==> src/include/lbx_pkg.sv <==
/*
  Shared constants and types of the ladder bit-logic executor.
  Assumes one 16-bit instruction word per program address.
*/
`default_nettype none
package lbx_pkg;

  // --------------------------------------------------------------
  // Instruction word layout
  // --------------------------------------------------------------
  localparam int IW      = 16;
  localparam int OPC_W   = 4;
  localparam int OPC_LSB = 12;
  localparam int OPR_W   = 12;
  localparam int OPR_LSB = 0;

  // --------------------------------------------------------------
  // Opcodes; end is identified by its own function code
  // --------------------------------------------------------------
  typedef enum logic [3:0] {
    OP_NOP      = 4'h0,
    OP_LOAD     = 4'h1,
    OP_LOAD_INV = 4'h2,
    OP_AND      = 4'h3,
    OP_AND_INV  = 4'h4,
    OP_OR       = 4'h5,
    OP_OR_INV   = 4'h6,
    OP_OUT      = 4'h7,
    OP_OUT_INV  = 4'h8,
    OP_END      = 4'hF
  } lbx_op_t;

  // --------------------------------------------------------------
  // Sequencer states, one-hot
  // --------------------------------------------------------------
  typedef enum logic [7:0] {
    ST_SCAN     = 8'h01,
    ST_SCAN_CHK = 8'h02,
    ST_FETCH    = 8'h04,
    ST_DECODE   = 8'h08,
    ST_OPERAND  = 8'h10,
    ST_EXEC     = 8'h20,
    ST_WRITE    = 8'h40,
    ST_HALT     = 8'h80
  } lbx_state_t;

  // --------------------------------------------------------------
  // Reset values
  // --------------------------------------------------------------
  localparam logic       COND_RESET = 1'b0;
  localparam int         PC_START   = 0;
  localparam lbx_state_t STATE_RESET = ST_SCAN;

endpackage : lbx_pkg
`default_nettype wire

==> src/rtl/lbx_cond_unit.sv <==
/*
  Execution condition register with its load, and, or logic.
  Assumes the operand bit is valid in the cycle exec_i is high.
*/
`default_nettype none
module lbx_cond_unit
  import lbx_pkg::*;
(
  input  wire logic    clk_i,
  input  wire logic    reset_i,
  input  wire logic    exec_i,
  input  wire lbx_op_t op_i,
  input  wire logic    bit_i,
  output var  logic    cond_o
);

  logic cond;
  logic next_cond;

  // --------------------------------------------------------------
  // Next condition
  // --------------------------------------------------------------
  always_comb begin
    next_cond = cond;
    if (exec_i) begin
      case (op_i)
        OP_LOAD:     next_cond = bit_i;
        OP_LOAD_INV: next_cond = ~bit_i;
        OP_AND:      next_cond = cond & bit_i;
        OP_AND_INV:  next_cond = cond & ~bit_i;
        OP_OR:       next_cond = cond | bit_i;
        OP_OR_INV:   next_cond = cond | ~bit_i;
        default:     next_cond = cond;
      endcase
    end
  end

  always_ff @(posedge clk_i) begin
    if (reset_i) begin
      cond <= COND_RESET;
    end else begin
      cond <= next_cond;
    end
  end

  assign cond_o = cond;

  // --------------------------------------------------------------
  // Checks
  // --------------------------------------------------------------
  load_fresh_a: assert property (@(posedge clk_i)
    disable iff (reset_i)
    exec_i && op_i == OP_LOAD |=> cond == $past(bit_i))
    else $error("load did not copy operand bit");

  load_inv_a: assert property (@(posedge clk_i)
    disable iff (reset_i)
    exec_i && op_i == OP_LOAD_INV |=> cond != $past(bit_i))
    else $error("inverted load did not complement bit");

  and_combine_a: assert property (@(posedge clk_i)
    disable iff (reset_i)
    exec_i && op_i == OP_AND |=> cond == ($past(cond) & $past(bit_i)))
    else $error("and result wrong");

  and_inv_a: assert property (@(posedge clk_i)
    disable iff (reset_i)
    exec_i && op_i == OP_AND_INV |=> cond == ($past(cond) & !$past(bit_i)))
    else $error("inverted and result wrong");

  or_combine_a: assert property (@(posedge clk_i)
    disable iff (reset_i)
    exec_i && op_i == OP_OR |=> cond == ($past(cond) | $past(bit_i)))
    else $error("or result wrong");

  or_inv_a: assert property (@(posedge clk_i)
    disable iff (reset_i)
    exec_i && op_i == OP_OR_INV |=> cond == ($past(cond) | !$past(bit_i)))
    else $error("inverted or result wrong");

  cond_hold_a: assert property (@(posedge clk_i)
    disable iff (reset_i)
    !exec_i |=> $stable(cond))
    else $error("condition changed without an instruction");

endmodule : lbx_cond_unit
`default_nettype wire

==> src/rtl/lbx_executor.sv <==
/*
  Ladder bit-logic executor: fetches one-word instructions, evaluates
  the execution condition and writes output bits.
  Assumes program and data memories on CLK_I with one-cycle read data.
*/
`default_nettype none
// How it works
// - Blocks open with load or inverted load, dropping old condition.
// - Load copies the addressed operand bit into the condition.
// - Inverted load copies the complement of the operand bit.
// - And combines condition with operand bit.
// - Inverted and combines condition with complemented operand bit.
// - Or combines condition with operand bit.
// - Inverted or combines condition with complemented operand bit.
// - Mixed and/or apply in program order on the running condition.
// - Output writes the condition into the addressed bit.
// - Inverted output writes the complemented condition.
// - Each bit-logic and output instruction takes exactly one program word.
// - Execute up to the first end, then restart at address zero.
// - Nothing after the first end is ever executed.
// - With no end in program memory, nothing executes.
// - End is recognised by its function code in the instruction word.
// - Operands may be any bit of every data zone.
// - Program addresses start at zero, one instruction per address.
module lbx_executor
  import lbx_pkg::*;
#(
  parameter int AW = 12
) (
  input  wire logic             CLK_I,
  input  wire logic             RESET_I,
  output var  logic [AW-1:0]    PM_ADDR_O,
  output var  logic             PM_RD_O,
  input  wire logic [IW-1:0]    PM_DATA_I,
  output var  logic [OPR_W-1:0] DM_ADDR_O,
  output var  logic             DM_RD_O,
  input  wire logic             DM_RDATA_I,
  output var  logic             DM_WR_O,
  output var  logic             DM_WDATA_O,
  output var  logic             SCAN_END_O,
  output var  logic             NO_END_O,
  output var  logic             RUNNING_O
);

  localparam logic [AW-1:0] PC_ZERO = AW'(PC_START);
  localparam logic [AW-1:0] PC_LAST = '1;

  lbx_state_t       state,    next_state;
  lbx_op_t          ir_op,    next_ir_op;
  logic [AW-1:0]    pc,       next_pc;
  logic [AW-1:0]    end_addr, next_end_addr;
  logic [AW-1:0]    pm_addr,  next_pm_addr;
  logic             pm_rd,    next_pm_rd;
  logic [OPR_W-1:0] dm_addr,  next_dm_addr;
  logic             dm_rd,    next_dm_rd;
  logic             dm_we,    next_dm_we;
  logic             dm_wdata, next_dm_wdata;
  logic             scan_end, next_scan_end;
  logic             no_end,   next_no_end;
  logic             running,  next_running;
  lbx_op_t          dec_op;
  logic [OPR_W-1:0] dec_opr;
  logic             cond;
  logic             cu_exec;

  // --------------------------------------------------------------
  // Instruction decode
  // --------------------------------------------------------------
  // Operand is one flat bit address over all data zones
  assign dec_op  = lbx_op_t'(PM_DATA_I[OPC_LSB +: OPC_W]);
  assign dec_opr = PM_DATA_I[OPR_LSB +: OPR_W];
  assign cu_exec = (state == ST_EXEC);

  lbx_cond_unit u_cond (
    .clk_i   (CLK_I),
    .reset_i (RESET_I),
    .exec_i  (cu_exec),
    .op_i    (ir_op),
    .bit_i   (DM_RDATA_I),
    .cond_o  (cond)
  );

  // --------------------------------------------------------------
  // Sequencer next values
  // --------------------------------------------------------------
  always_comb begin
    next_state    = state;
    next_ir_op    = ir_op;
    next_pc       = pc;
    next_end_addr = end_addr;
    next_pm_addr  = pm_addr;
    next_pm_rd    = 1'b0;
    next_dm_addr  = dm_addr;
    next_dm_rd    = 1'b0;
    next_dm_we    = 1'b0;
    next_dm_wdata = dm_wdata;
    next_scan_end = 1'b0;
    next_no_end   = no_end;
    next_running  = running;
    case (state)
      ST_SCAN: begin
        next_state = ST_SCAN_CHK;
      end
      ST_SCAN_CHK: begin
        if (dec_op == OP_END) begin
          next_end_addr = pc;
          next_pc       = PC_ZERO;
          next_pm_addr  = PC_ZERO;
          next_pm_rd    = 1'b1;
          next_running  = 1'b1;
          next_state    = ST_FETCH;
        end else if (pc == PC_LAST) begin
          next_no_end = 1'b1;
          next_state  = ST_HALT;
        end else begin
          next_pc      = pc + 1'b1;
          next_pm_addr = pc + 1'b1;
          next_pm_rd   = 1'b1;
          next_state   = ST_SCAN;
        end
      end
      ST_FETCH: begin
        next_state = ST_DECODE;
      end
      ST_DECODE: begin
        next_ir_op = dec_op;
        case (dec_op)
          OP_END: begin
            next_pc       = PC_ZERO;
            next_pm_addr  = PC_ZERO;
            next_pm_rd    = 1'b1;
            next_scan_end = 1'b1;
            next_state    = ST_FETCH;
          end
          OP_LOAD, OP_LOAD_INV, OP_AND, OP_AND_INV, OP_OR, OP_OR_INV: begin
            next_dm_addr = dec_opr;
            next_dm_rd   = 1'b1;
            next_state   = ST_OPERAND;
          end
          OP_OUT, OP_OUT_INV: begin
            next_dm_addr  = dec_opr;
            next_dm_we    = 1'b1;
            next_dm_wdata = cond ^ (dec_op == OP_OUT_INV);
            next_state    = ST_WRITE;
          end
          default: begin
            next_pc      = pc + 1'b1;
            next_pm_addr = pc + 1'b1;
            next_pm_rd   = 1'b1;
            next_state   = ST_FETCH;
          end
        endcase
      end
      ST_OPERAND: begin
        next_state = ST_EXEC;
      end
      ST_EXEC, ST_WRITE: begin
        next_pc      = pc + 1'b1;
        next_pm_addr = pc + 1'b1;
        next_pm_rd   = 1'b1;
        next_state   = ST_FETCH;
      end
      ST_HALT: begin
        next_state = ST_HALT;
      end
      default: begin
        next_state = ST_HALT;
      end
    endcase
  end

  // --------------------------------------------------------------
  // Sequencer registers
  // --------------------------------------------------------------
  always_ff @(posedge CLK_I) begin
    if (RESET_I) begin
      state    <= STATE_RESET;
      ir_op    <= OP_NOP;
      pc       <= PC_ZERO;
      end_addr <= PC_ZERO;
      pm_addr  <= PC_ZERO;
      pm_rd    <= 1'b1;
      dm_addr  <= '0;
      dm_rd    <= 1'b0;
      dm_we    <= 1'b0;
      dm_wdata <= 1'b0;
      scan_end <= 1'b0;
      no_end   <= 1'b0;
      running  <= 1'b0;
    end else begin
      state    <= next_state;
      ir_op    <= next_ir_op;
      pc       <= next_pc;
      end_addr <= next_end_addr;
      pm_addr  <= next_pm_addr;
      pm_rd    <= next_pm_rd;
      dm_addr  <= next_dm_addr;
      dm_rd    <= next_dm_rd;
      dm_we    <= next_dm_we;
      dm_wdata <= next_dm_wdata;
      scan_end <= next_scan_end;
      no_end   <= next_no_end;
      running  <= next_running;
    end
  end

  assign PM_ADDR_O  = pm_addr;
  assign PM_RD_O    = pm_rd;
  assign DM_ADDR_O  = dm_addr;
  assign DM_RD_O    = dm_rd;
  assign DM_WR_O    = dm_we;
  assign DM_WDATA_O = dm_wdata;
  assign SCAN_END_O = scan_end;
  assign NO_END_O   = no_end;
  assign RUNNING_O  = running;

  // --------------------------------------------------------------
  // Checks
  // --------------------------------------------------------------
  out_value_a: assert property (@(posedge CLK_I)
    disable iff (RESET_I)
    dm_we && ir_op == OP_OUT |-> dm_wdata == cond)
    else $error("output wrote wrong value");

  out_inv_value_a: assert property (@(posedge CLK_I)
    disable iff (RESET_I)
    dm_we && ir_op == OP_OUT_INV |-> dm_wdata != cond)
    else $error("inverted output wrote wrong value");

  end_restart_a: assert property (@(posedge CLK_I)
    disable iff (RESET_I)
    state == ST_DECODE && dec_op == OP_END
    |=> pm_rd && pm_addr == PC_ZERO && scan_end)
    else $error("end did not restart at zero");

  past_end_a: assert property (@(posedge CLK_I)
    disable iff (RESET_I)
    running && pm_rd |-> pm_addr <= end_addr)
    else $error("fetch beyond first end");

  no_end_halt_a: assert property (@(posedge CLK_I)
    disable iff (RESET_I)
    no_end |=> no_end && !running && !pm_rd && !dm_rd && !dm_we)
    else $error("execution without end");

  one_word_a: assert property (@(posedge CLK_I)
    disable iff (RESET_I)
    state == ST_DECODE && dec_op inside {OP_LOAD, OP_AND, OP_OR,
      OP_LOAD_INV, OP_AND_INV, OP_OR_INV}
    |=> dm_rd && dm_addr == $past(dec_opr)
    ##2 pm_rd && pm_addr == AW'($past(pc, 3) + 1'b1))
    else $error("bit-logic step not one word");

endmodule : lbx_executor
`default_nettype wire

==> config.mk <==
export PLATFORM = sky130hd
export DESIGN_NAME = lbx_executor
export DESIGN_NICKNAME = d
export VERILOG_FILES = /design/src/include/lbx_pkg.sv /design/src/rtl/lbx_cond_unit.sv /design/src/rtl/lbx_executor.sv
export SDC_FILE = /design/constraint.sdc
export NUM_CORES = 1
export LEC_CHECK = 0
export BUFFER_PORTS_ARGS = -buffer_cell sky130_fd_sc_hd__buf_4
export CORE_MARGIN = 4
export CORE_UTILIZATION = 30
export DETAILED_ROUTE_END_ITERATION = 6
export GPL_TIMING_DRIVEN = 0
export HOLD_SLACK_MARGIN = 0.12
export SLEW_MARGIN = 20
export SYNTH_ARGS = -nofsm -noshare
export SYNTH_HDL_FRONTEND = slang
export SYNTH_SLANG_ARGS = --single-unit
==> constraint.sdc <==
create_clock -name CLK_I -period 5.7 [get_ports CLK_I]
set_input_delay 0.57 -clock CLK_I [delete_from_list [all_inputs] [get_ports CLK_I]]
set_output_delay 0.57 -clock CLK_I [all_outputs]
set_load 0.03 [all_outputs]
==> results.txt, run 1 <==
----------------------------------------------------
[CTS]
  CTS hold repair buffers ... 0
  Number of sinks on the clock net ... 44
  Total clock buffers created by CTS ... 5
  Clock tree from TritonCTS ... done
  Total number of H-tree levels ... 2
  # Post-CTS Setup Buffers ... 0
  CTS clock-pin slew for the worst setup and hold paths ... 0.08 ns
  Worst-Skew Late Latency ... 0.29 ns
  Resize count post-CTS ... 0
  Root Buffer Master ... clkbuf_8
  Buffers from clock root to sink, at most ... 2

[Timing]
  Unrepaired setup endpoints after global routing ... no
  Fin Clk Skew ... 0.00362 ns
  Count of endpoints failing setup in the final report ... 0
  Rel. slew slack ... 42.2%
  Fmax achieved ... 0.396 GHz
  Final Critical Period ... 2.53 ns
  Final Hold Viols ... 0
  Max Slew Vio Count ... 0
  Tcrit/Tclk final ... 44.3%
  Slew of the pin with the lowest slew margin ... 0.860 ns
  Fin Setup TNS ... 0 ns

[Finish]
  Net count, final ... 297
  Register Area ... 881 um2
  Multi-input gate area ... 1070 um2
  Number of standard cells in the final layout excluding fillers ... 354
  Fraction of layout cells with a size suffix above 1 ... 24.2%
  Layout filler cell count ... 666
  Core occupancy in the finished layout ... 39.5%
  Signed area change from the synthesized netlist to the final layout ... 26.5%
  N_diodes ... 0
  Post-route design area ... 2550 um2

[Synthesis]
  Compound-gate portion of the synthesized area ... 19.5%
  Xor and xnor fraction of the mapped netlist area ... 1.73%
  Adder-cell share of the synthesized area ... 0.620%
  Average size of a mapped cell ... 9.10 um2
  Number of warnings issued by yosys ... 0
  Number of enable-type register cells in the synthesized netlist ... 0
  Number of storage elements in the synthesis netlist ... 44
  Post-synth net total ... 242
  Synth async-reset ratio ... 0%
  Post-synthesis instance area ... 2020 um2
  Share of synthesized cell area in and, or, nand and nor gates ... 24.8%
  Prevailing post-synth register cell ... dfxtp_1
  Instance count of the mapped netlist ... 222
  Main combinational cell family by area after synthesis ... simple AND/OR/NAND/NOR gates
  Yosys cell types ... 46
  Multiplexer fraction of the synthesized cell area ... 6.44%
  Sequential area share after synthesis ... 43.6%

[Floorplanning]
  Die Ht ... 90.0 um
  Standard cell core area ... 6460 um2
  Number of top-level pins ... 50
  Area of the die ... 8110 um2
  Initial core utilization ... 31.3%
  Die outline width ... 90.0 um
  Number of rows in the core area ... 29

[Pwr]
  Ratio of total power to cell area ... 213 nW/um2
  Overall power after layout ... 0.000545 W
  Peak supply drop ... 87.3 uV
  Static power due to leakage ... 1.06 nW

[Worst setup path]
  Worst-case reg-to-reg path depth ... 6
  Critical Path Source Type ... flip-flop
  Launch point of the worst reg-to-reg path ... state[2]
  Worst path depth ... 6
  Highest-delay cell along the critical path ... nor4_2
  CP Cell Sequence ... clkbuf_1 > nor4_2 > a31oi_1 > or3_1 > buf_4 > o41ai_2
  RR Endpoint ... PM_ADDR_O[8]
  Critical path's largest stage delay ... 0.78 ns
  Worst Path Required ... 5.90 ns
  Worst setup path class ... reg2reg
  CP endpoint kind ... flip-flop
  Cell family contributing the most delay on the critical path ... simple AND/OR/NAND/NOR gates
  Worst Path Buf+Inv ... 2
  Largest fanout of any net on the critical path ... 10
  Beginning of the critical path ... state[2]
  Reg2Reg Setup Slack ... 3.17 ns
  Data arrival time of the worst path ... 2.73 ns
  Capture point of the worst path ... PM_ADDR_O[8]

[Outcome]
  Status ... finished, final reports clean

[Drt]
  Final routed wire length divided by cell count ... 14.7 um
  Number of antenna-violating nets in the routed design ... 0
  Drc violations ... 0
  Via count ... 1864
  Post-detailed-routing wire length ... 5200 um
  Number of vias per cell ... 5.27
  Initial DRT Pass Iterations ... 4
  First-iteration detailed-routing DRC count ... 99

[Global route]
  Number of global-route vias before repair ... 1859
  Overall global routing resource usage ... 13.1%
  Grt total ovfl ... 0
  First-pass GRT wire length ... 8830 um
  Largest net degree at the start of global routing ... 13
  Initial antenna violation count ... 0

[Min path]
  Hold WC Path Type ... reg2reg
  Worst Hold Path Cells ... 2

[Placed design]
  IO buf count ... 48
  Final HPWL from detailed placement ... 3690 um
  Dpl cells ... 347
  Final GP Congestion ... 0.774
  Total placed instance area ... 2480 um2

[Flow run]
  Total of max-cap violations ... 0

----------------------------------------------------
## cells in the final DEF (no fill, tap or decap), types with 4 or more instances in the layout
master	n
buf_4	49
dfxtp_1	44
nor2_1	32
nand2_1	15
mux2i_1	13
nand3_1	11
clkbuf_1	9
a21oi_1	8
nor3_1	7
o311ai_1	6
o41ai_2	6
nand4_1	5
o21ai_0	5
o21ai_1	5
clkbuf_8	5
a31oi_1	4
nor4_1	4
o311ai_0	4
## worst register-to-register path: stages (launching register included)
cell	delay (ns)
dfxtp_1	0.30
clkbuf_1	0.17
nor4_2	0.78
a31oi_1	0.33
or3_1	0.38
buf_4	0.19
o41ai_2	0.27
## logic make-up after synthesis
kind of cell / count (synthesis)
and+or+nand+nor: 94
AOI/OAI and AO/OA: 50
DFF: 44
buffers and inverters: 16
muxes: 13
xor gates and xnor gates: 4
adders and majority gates: 1
## flip-flops by register name (all words and copies together), names as in the netlist
name / count
SCAN_END_O: 1
DM_WDATA_O: 1
DM_WR_O: 1
u_cond.cond_o: 1
NO_END_O: 1
DM_ADDR_O: 12
DM_RD_O: 1
PM_RD_O: 1
state: 8
RUNNING_O: 1
PM_ADDR_O: 12
ir_op: 4
## cell usage after synthesis, types with 2 or more instances
cell type	number	area, um2
dfxtp_1	44	881
nor2_1	32	120
nand2_1	15	56.3
mux2i_1	13	130
nand3_1	11	55.1
a21oi_1	8	40.0
clkbuf_1	8	30.0
nor3_1	7	35.0
o311ai_1	6	52.6
o41ai_2	6	97.6
nand4_1	5	31.3
o21ai_0	5	25.0
o21ai_1	5	25.0
a31oi_1	4	25.0
nor4_1	4	25.0
o311ai_0	4	35.0
and4_1	3	26.3
inv_1	3	11.3
nand2b_1	3	18.8
xor2_1	3	26.3
a211oi_1	2	15.0
a41oi_1	2	17.5
and2_1	2	12.5
buf_1	2	7.51
buf_2	2	10.0
nand3b_1	2	15.0
nor2b_1	2	12.5
## per-layer routing
layer | track usage [%] | share of wire, %
met4 | 5.48 | 0.79
met3 | 3.09 | 4.7
met2 | 21.5 | 48
met5 | 0 | 0
met1 | 16.5 | 47
## through the flow
step                      setup WS [ns]  hold slack, ns
after floorplan                    3.50           0.437
after global placement             3.15           0.460
after detailed placement           3.14           0.465
after CTS                          3.21           0.478
after global routing               3.00           0.504
final                              3.17           0.477
## report_power, final
group          switching [W]  internal [W]   total, W
Sequential        0.00000268      0.000310   0.000312
Clock               0.000106     0.0000836   0.000190
Combinational      0.0000260     0.0000167  0.0000426
## worst min path at each step
stage	startpoint	to	slack, ns
after floorplan	ir_op[3]	ir_op[3]	0.44
after global placement	NO_END_O	NO_END_O	0.46
after detailed placement	ir_op[3]	ir_op[3]	0.46
after CTS	ir_op[3]	ir_op[3]	0.48
after global routing	PM_DATA_I[10]	DM_ADDR_O[10]	0.50
final	ir_op[3]	ir_op[3]	0.48
## final cells by class
| cell class | instances | share of cell area (%) |
|---|---|---|
| Timing Repair Buffer | 48 | 14.1 |
| Multi-Input combinational cell | 162 | 42.0 |
| Inverter | 3 | 0.441 |
| Clock buffer | 6 | 2.84 |
| Buffer | 13 | 2.16 |
| Sequential cell | 44 | 34.5 |
| Tap cell | 77 | 3.77 |
| Clock inverter | 1 | 0.196 |
(Power assumes the default switching activity.)
==> run 2, diff against run 1 <==
--- a/config.mk
+++ b/config.mk
@@ -5,6 +5,7 @@
 export SDC_FILE = /design/constraint.sdc
 export NUM_CORES = 1
 export LEC_CHECK = 0
+export ABC_AREA = 1
 export BUFFER_PORTS_ARGS = -buffer_cell sky130_fd_sc_hd__buf_4
 export CORE_MARGIN = 4
 export CORE_UTILIZATION = 30
==> constraint.sdc (replaced) <==
create_clock -name CLK_I -period 2.3 [get_ports CLK_I]
set_input_delay 0.23 -clock CLK_I [delete_from_list [all_inputs] [get_ports CLK_I]]
set_output_delay 0.23 -clock CLK_I [all_outputs]
set_load 0.03 [all_outputs]
==> results.txt, run 2 <==
----------------------------------------------------
[Synthesis]
  Share of synthesized cell area in and, or, nand and nor gates ... 40.9%
  Top post-synthesis cells by count ... nand2_1 (79), dfxtp_1 (44), nor2_1 (41), nand3_1 (38), inv_1 (34)
  Multiplexer fraction of the synthesized cell area ... 0%
  Post-synth net total ... 343
  Top post-synthesis cells by area ... dfxtp_1 (40%), nand2_1 (13%), nand3_1 (8.7%), a21oi_1 (7.5%), nor2_1 (7.0%)
  Xor and xnor fraction of the mapped netlist area ... 0.398%
  Sequential area share after synthesis ... 40.1%
  Adder-cell share of the synthesized area ... 0.569%
  Post-synthesis instance area ... 2200 um2
  Yosys cell types ... 28
  Compound-gate portion of the synthesized area ... 9.28%
  Main combinational cell family by area after synthesis ... simple AND/OR/NAND/NOR gates
  Prevailing post-synth register cell ... dfxtp_1
  Yosys top cell area share ... 40.1%
  Average size of a mapped cell ... 6.81 um2
  Synth async-reset ratio ... 0%
  Instance count of the mapped netlist ... 323
  Library cell with the highest instance count after synthesis ... nand2_1
  Number of enable-type register cells in the synthesized netlist ... 0
  Cell type with the largest total area after synthesis ... dfxtp_1
  Number of storage elements in the synthesis netlist ... 44
  Number of warnings issued by yosys ... 0

[Pwr]
  Clock group share of total power ... 36.2%
  Internal Dissipation ... 0.00107 W
  Fraction of power spent switching nets ... 26.7%
  Comb power frac ... 10.3%
  Ratio of total power to cell area ... 527 nW/um2
  Peak supply drop ... 260 uV
  Power dissipated by switching net loads ... 0.000392 W
  Sequential fraction of design power ... 53.5%
  Static power due to leakage ... 1.21 nW

[Drt]
  Post-detailed-routing wire length ... 5610 um
  Number of vias per cell ... 4.60
  Number of antenna-violating nets in the routed design ... 0
  Via count ... 2183
  First-iteration detailed-routing DRC count ... 100
  Final routed wire length divided by cell count ... 11.8 um
  Drc violations ... 0
  Initial DRT Pass Iterations ... 4

[Min path]
  Hold WC Path Type ... in2reg
  Worst Hold Path Cells ... 3

[CTS]
  Clock tree from TritonCTS ... done
  Total number of H-tree levels ... 2
  Resize count post-CTS ... 0
  # Post-CTS Setup Buffers ... 0
  CTS clock-pin slew for the worst setup and hold paths ... 0.09 ns
  Worst-Skew Late Latency ... 0.30 ns
  CTS hold repair buffers ... 0
  Root Buffer Master ... clkbuf_8
  Number of sinks on the clock net ... 44
  Total clock buffers created by CTS ... 5
  Buffers from clock root to sink, at most ... 2

[Global route]
  First-pass GRT wire length ... 9330 um
  Number of global-route vias before repair ... 1984
  Met2 global-route usage ... 21.4%
  Grt total ovfl ... 0
  Most Crowded Layer GR ... met2
  Global routing usage on met3 ... 3.78%
  Met1 usage in global routing ... 17.0%
  Largest net degree at the start of global routing ... 15
  Overall global routing resource usage ... 13.4%
  Initial antenna violation count ... 0

[Worst setup path]
  Data arrival time of the worst path ... 1.99 ns
  Worst path depth ... 7
  Critical Path Source Type ... flip-flop
  CP Cell Sequence ... ha_1 > nand3_1 > nor2_1 > nand2_1 > nor3_2 > nand3_1 > a21oi_1
  Critical path's largest stage delay ... 0.40 ns
  Largest fanout of any net on the critical path ... 5
  Top cell by count, worst path ... nand3_1
  Worst Path Buf+Inv ... 0
  Worst setup path class ... reg2reg
  Worst Path Required ... 2.53 ns
  Cell family contributing the most delay on the critical path ... simple AND/OR/NAND/NOR gates
  Highest-delay cell along the critical path ... dfxtp_1
  CP endpoint kind ... flip-flop
  Worst-case reg-to-reg path depth ... 7

[Floorplanning]
  Number of rows in the core area ... 30
  Die Ht ... 93.6 um
  Standard cell core area ... 6940 um2
  Initial core utilization ... 31.7%
  Number of top-level pins ... 50
  Die outline width ... 93.6 um
  Area of the die ... 8760 um2

[Placed design]
  Final HPWL from detailed placement ... 4210 um
  Total placed instance area ... 2680 um2
  Worst setup slack before clock tree synthesis ... 0.572 ns
  Final GP Congestion ... 0.891
  Dpl cells ... 467
  IO buf count ... 48

[Finish]
  Signed area change from the synthesized netlist to the final layout ... 26.3%
  Post-route design area ... 2780 um2
  Most frequent cells in the layout ... nand2_1 (79), buf_4 (50), dfxtp_1 (44)
  Net count, final ... 398
  Number of standard cells in the final layout excluding fillers ... 475
  Layout filler cell count ... 734
  N_diodes ... 0
  Most common cell after layout, fill and taps aside ... nand2_1
  Fraction of layout cells with a size suffix above 1 ... 23.0%

[Timing]
  Tcrit/Tclk final ... 76.8%
  Slew of the pin with the lowest slew margin ... 0.545 ns
  Rel. slew slack ... 63.7%
  Crit path setup slack, layout ... 0.535 ns
  Unrepaired setup endpoints after global routing ... no
  Fmax achieved ... 0.566 GHz
  Fin Setup TNS ... 0 ns
  Fin Clk Skew ... 0.00479 ns
  Count of endpoints failing setup in the final report ... 0
  Final Critical Period ... 1.77 ns
  Final Hold Viols ... 0
  Max Slew Vio Count ... 0

[Outcome]
  Status ... finished, final reports clean

[Flow run]
  Total of max-cap violations ... 0

----------------------------------------------------
[run 2: cell types whose count changed after synthesis, sizes merged, moves of 4 or more]
cell / change
inv: +33
o311ai: -10
o41ai: -6
a31oi: -4
a21oi: +25
clkbuf: -5
mux2i: -13
o21ai: -5
nor3: -6
nor2: +19
nand3: +29
nand2: +71
[run 2: logic make-up after synthesis]
logic type,Yosys count
XOR/XNOR,1
AND/OR/NAND/NOR,191
buffers and inverters,46
flip-flops,44
adder cells (fa/ha/maj),1
AO/OA/AOI/OAI,40
[run 2: through the flow]
step           total power (W)  utilization, %  hold slack [ns]
6_report               0.00146            40.0            0.195
5_1_grt                0.00152            40.0            0.188
4_1_cts                0.00148            40.0            0.190
3_5_place_dp          0.000953            38.6            0.450
3_3_place_gp          0.000950            38.6            0.443
2_1_floorplan         0.000893               -            0.369
[run 2: worst register-to-register path, delay by kind of cell, from the launching register on]
kind / cells / cell delay, ns
AND/OR/NAND/NOR: 5 / 0.89
flip-flops: 1 / 0.40
adder cells (fa/ha/maj): 1 / 0.22
AO/OA/AOI/OAI: 1 / 0.18
[run 2: final cells by class]
type	instances	area [um2]	share of cell area, %
clock inverter	2	15.0	0.541
sequential	44	881	31.7
timing repair buffer	48	360	13.0
clock buffer	6	82.6	2.97
multi-input combinational	233	1120	40.5
tap	96	120	4.33
inverter	36	135	4.87
buffer	10	57.6	2.07
[run 2: per-layer routing]
metal  up-vias  wire length, um
li1       1147                -
met1       979             2630
met2        49             2600
met3         8              287
met4         0               90
met5         -                0
[run 2: path summary, 6_finish.rpt]
check                     from      endpoint  slack [ns]
setup / recovery  PM_ADDR_O[1]      state[7]        0.53
hold / removal    PM_DATA_I[9]  DM_ADDR_O[9]        0.19
setup reg to reg  PM_ADDR_O[1]      state[7]        0.53
hold reg to reg       NO_END_O      NO_END_O        0.46
[run 2: power by group through the flow]
stage / clock network, W / registers [W] / logic, W
2_1_floorplan: 0 / 0.000812 / 0.0000802
3_3_place_gp: 0 / 0.000801 / 0.000150
3_5_place_dp: 0 / 0.000801 / 0.000152
4_1_cts: 0.000545 / 0.000783 / 0.000152
5_1_grt: 0.000573 / 0.000785 / 0.000167
6_report: 0.000531 / 0.000783 / 0.000151
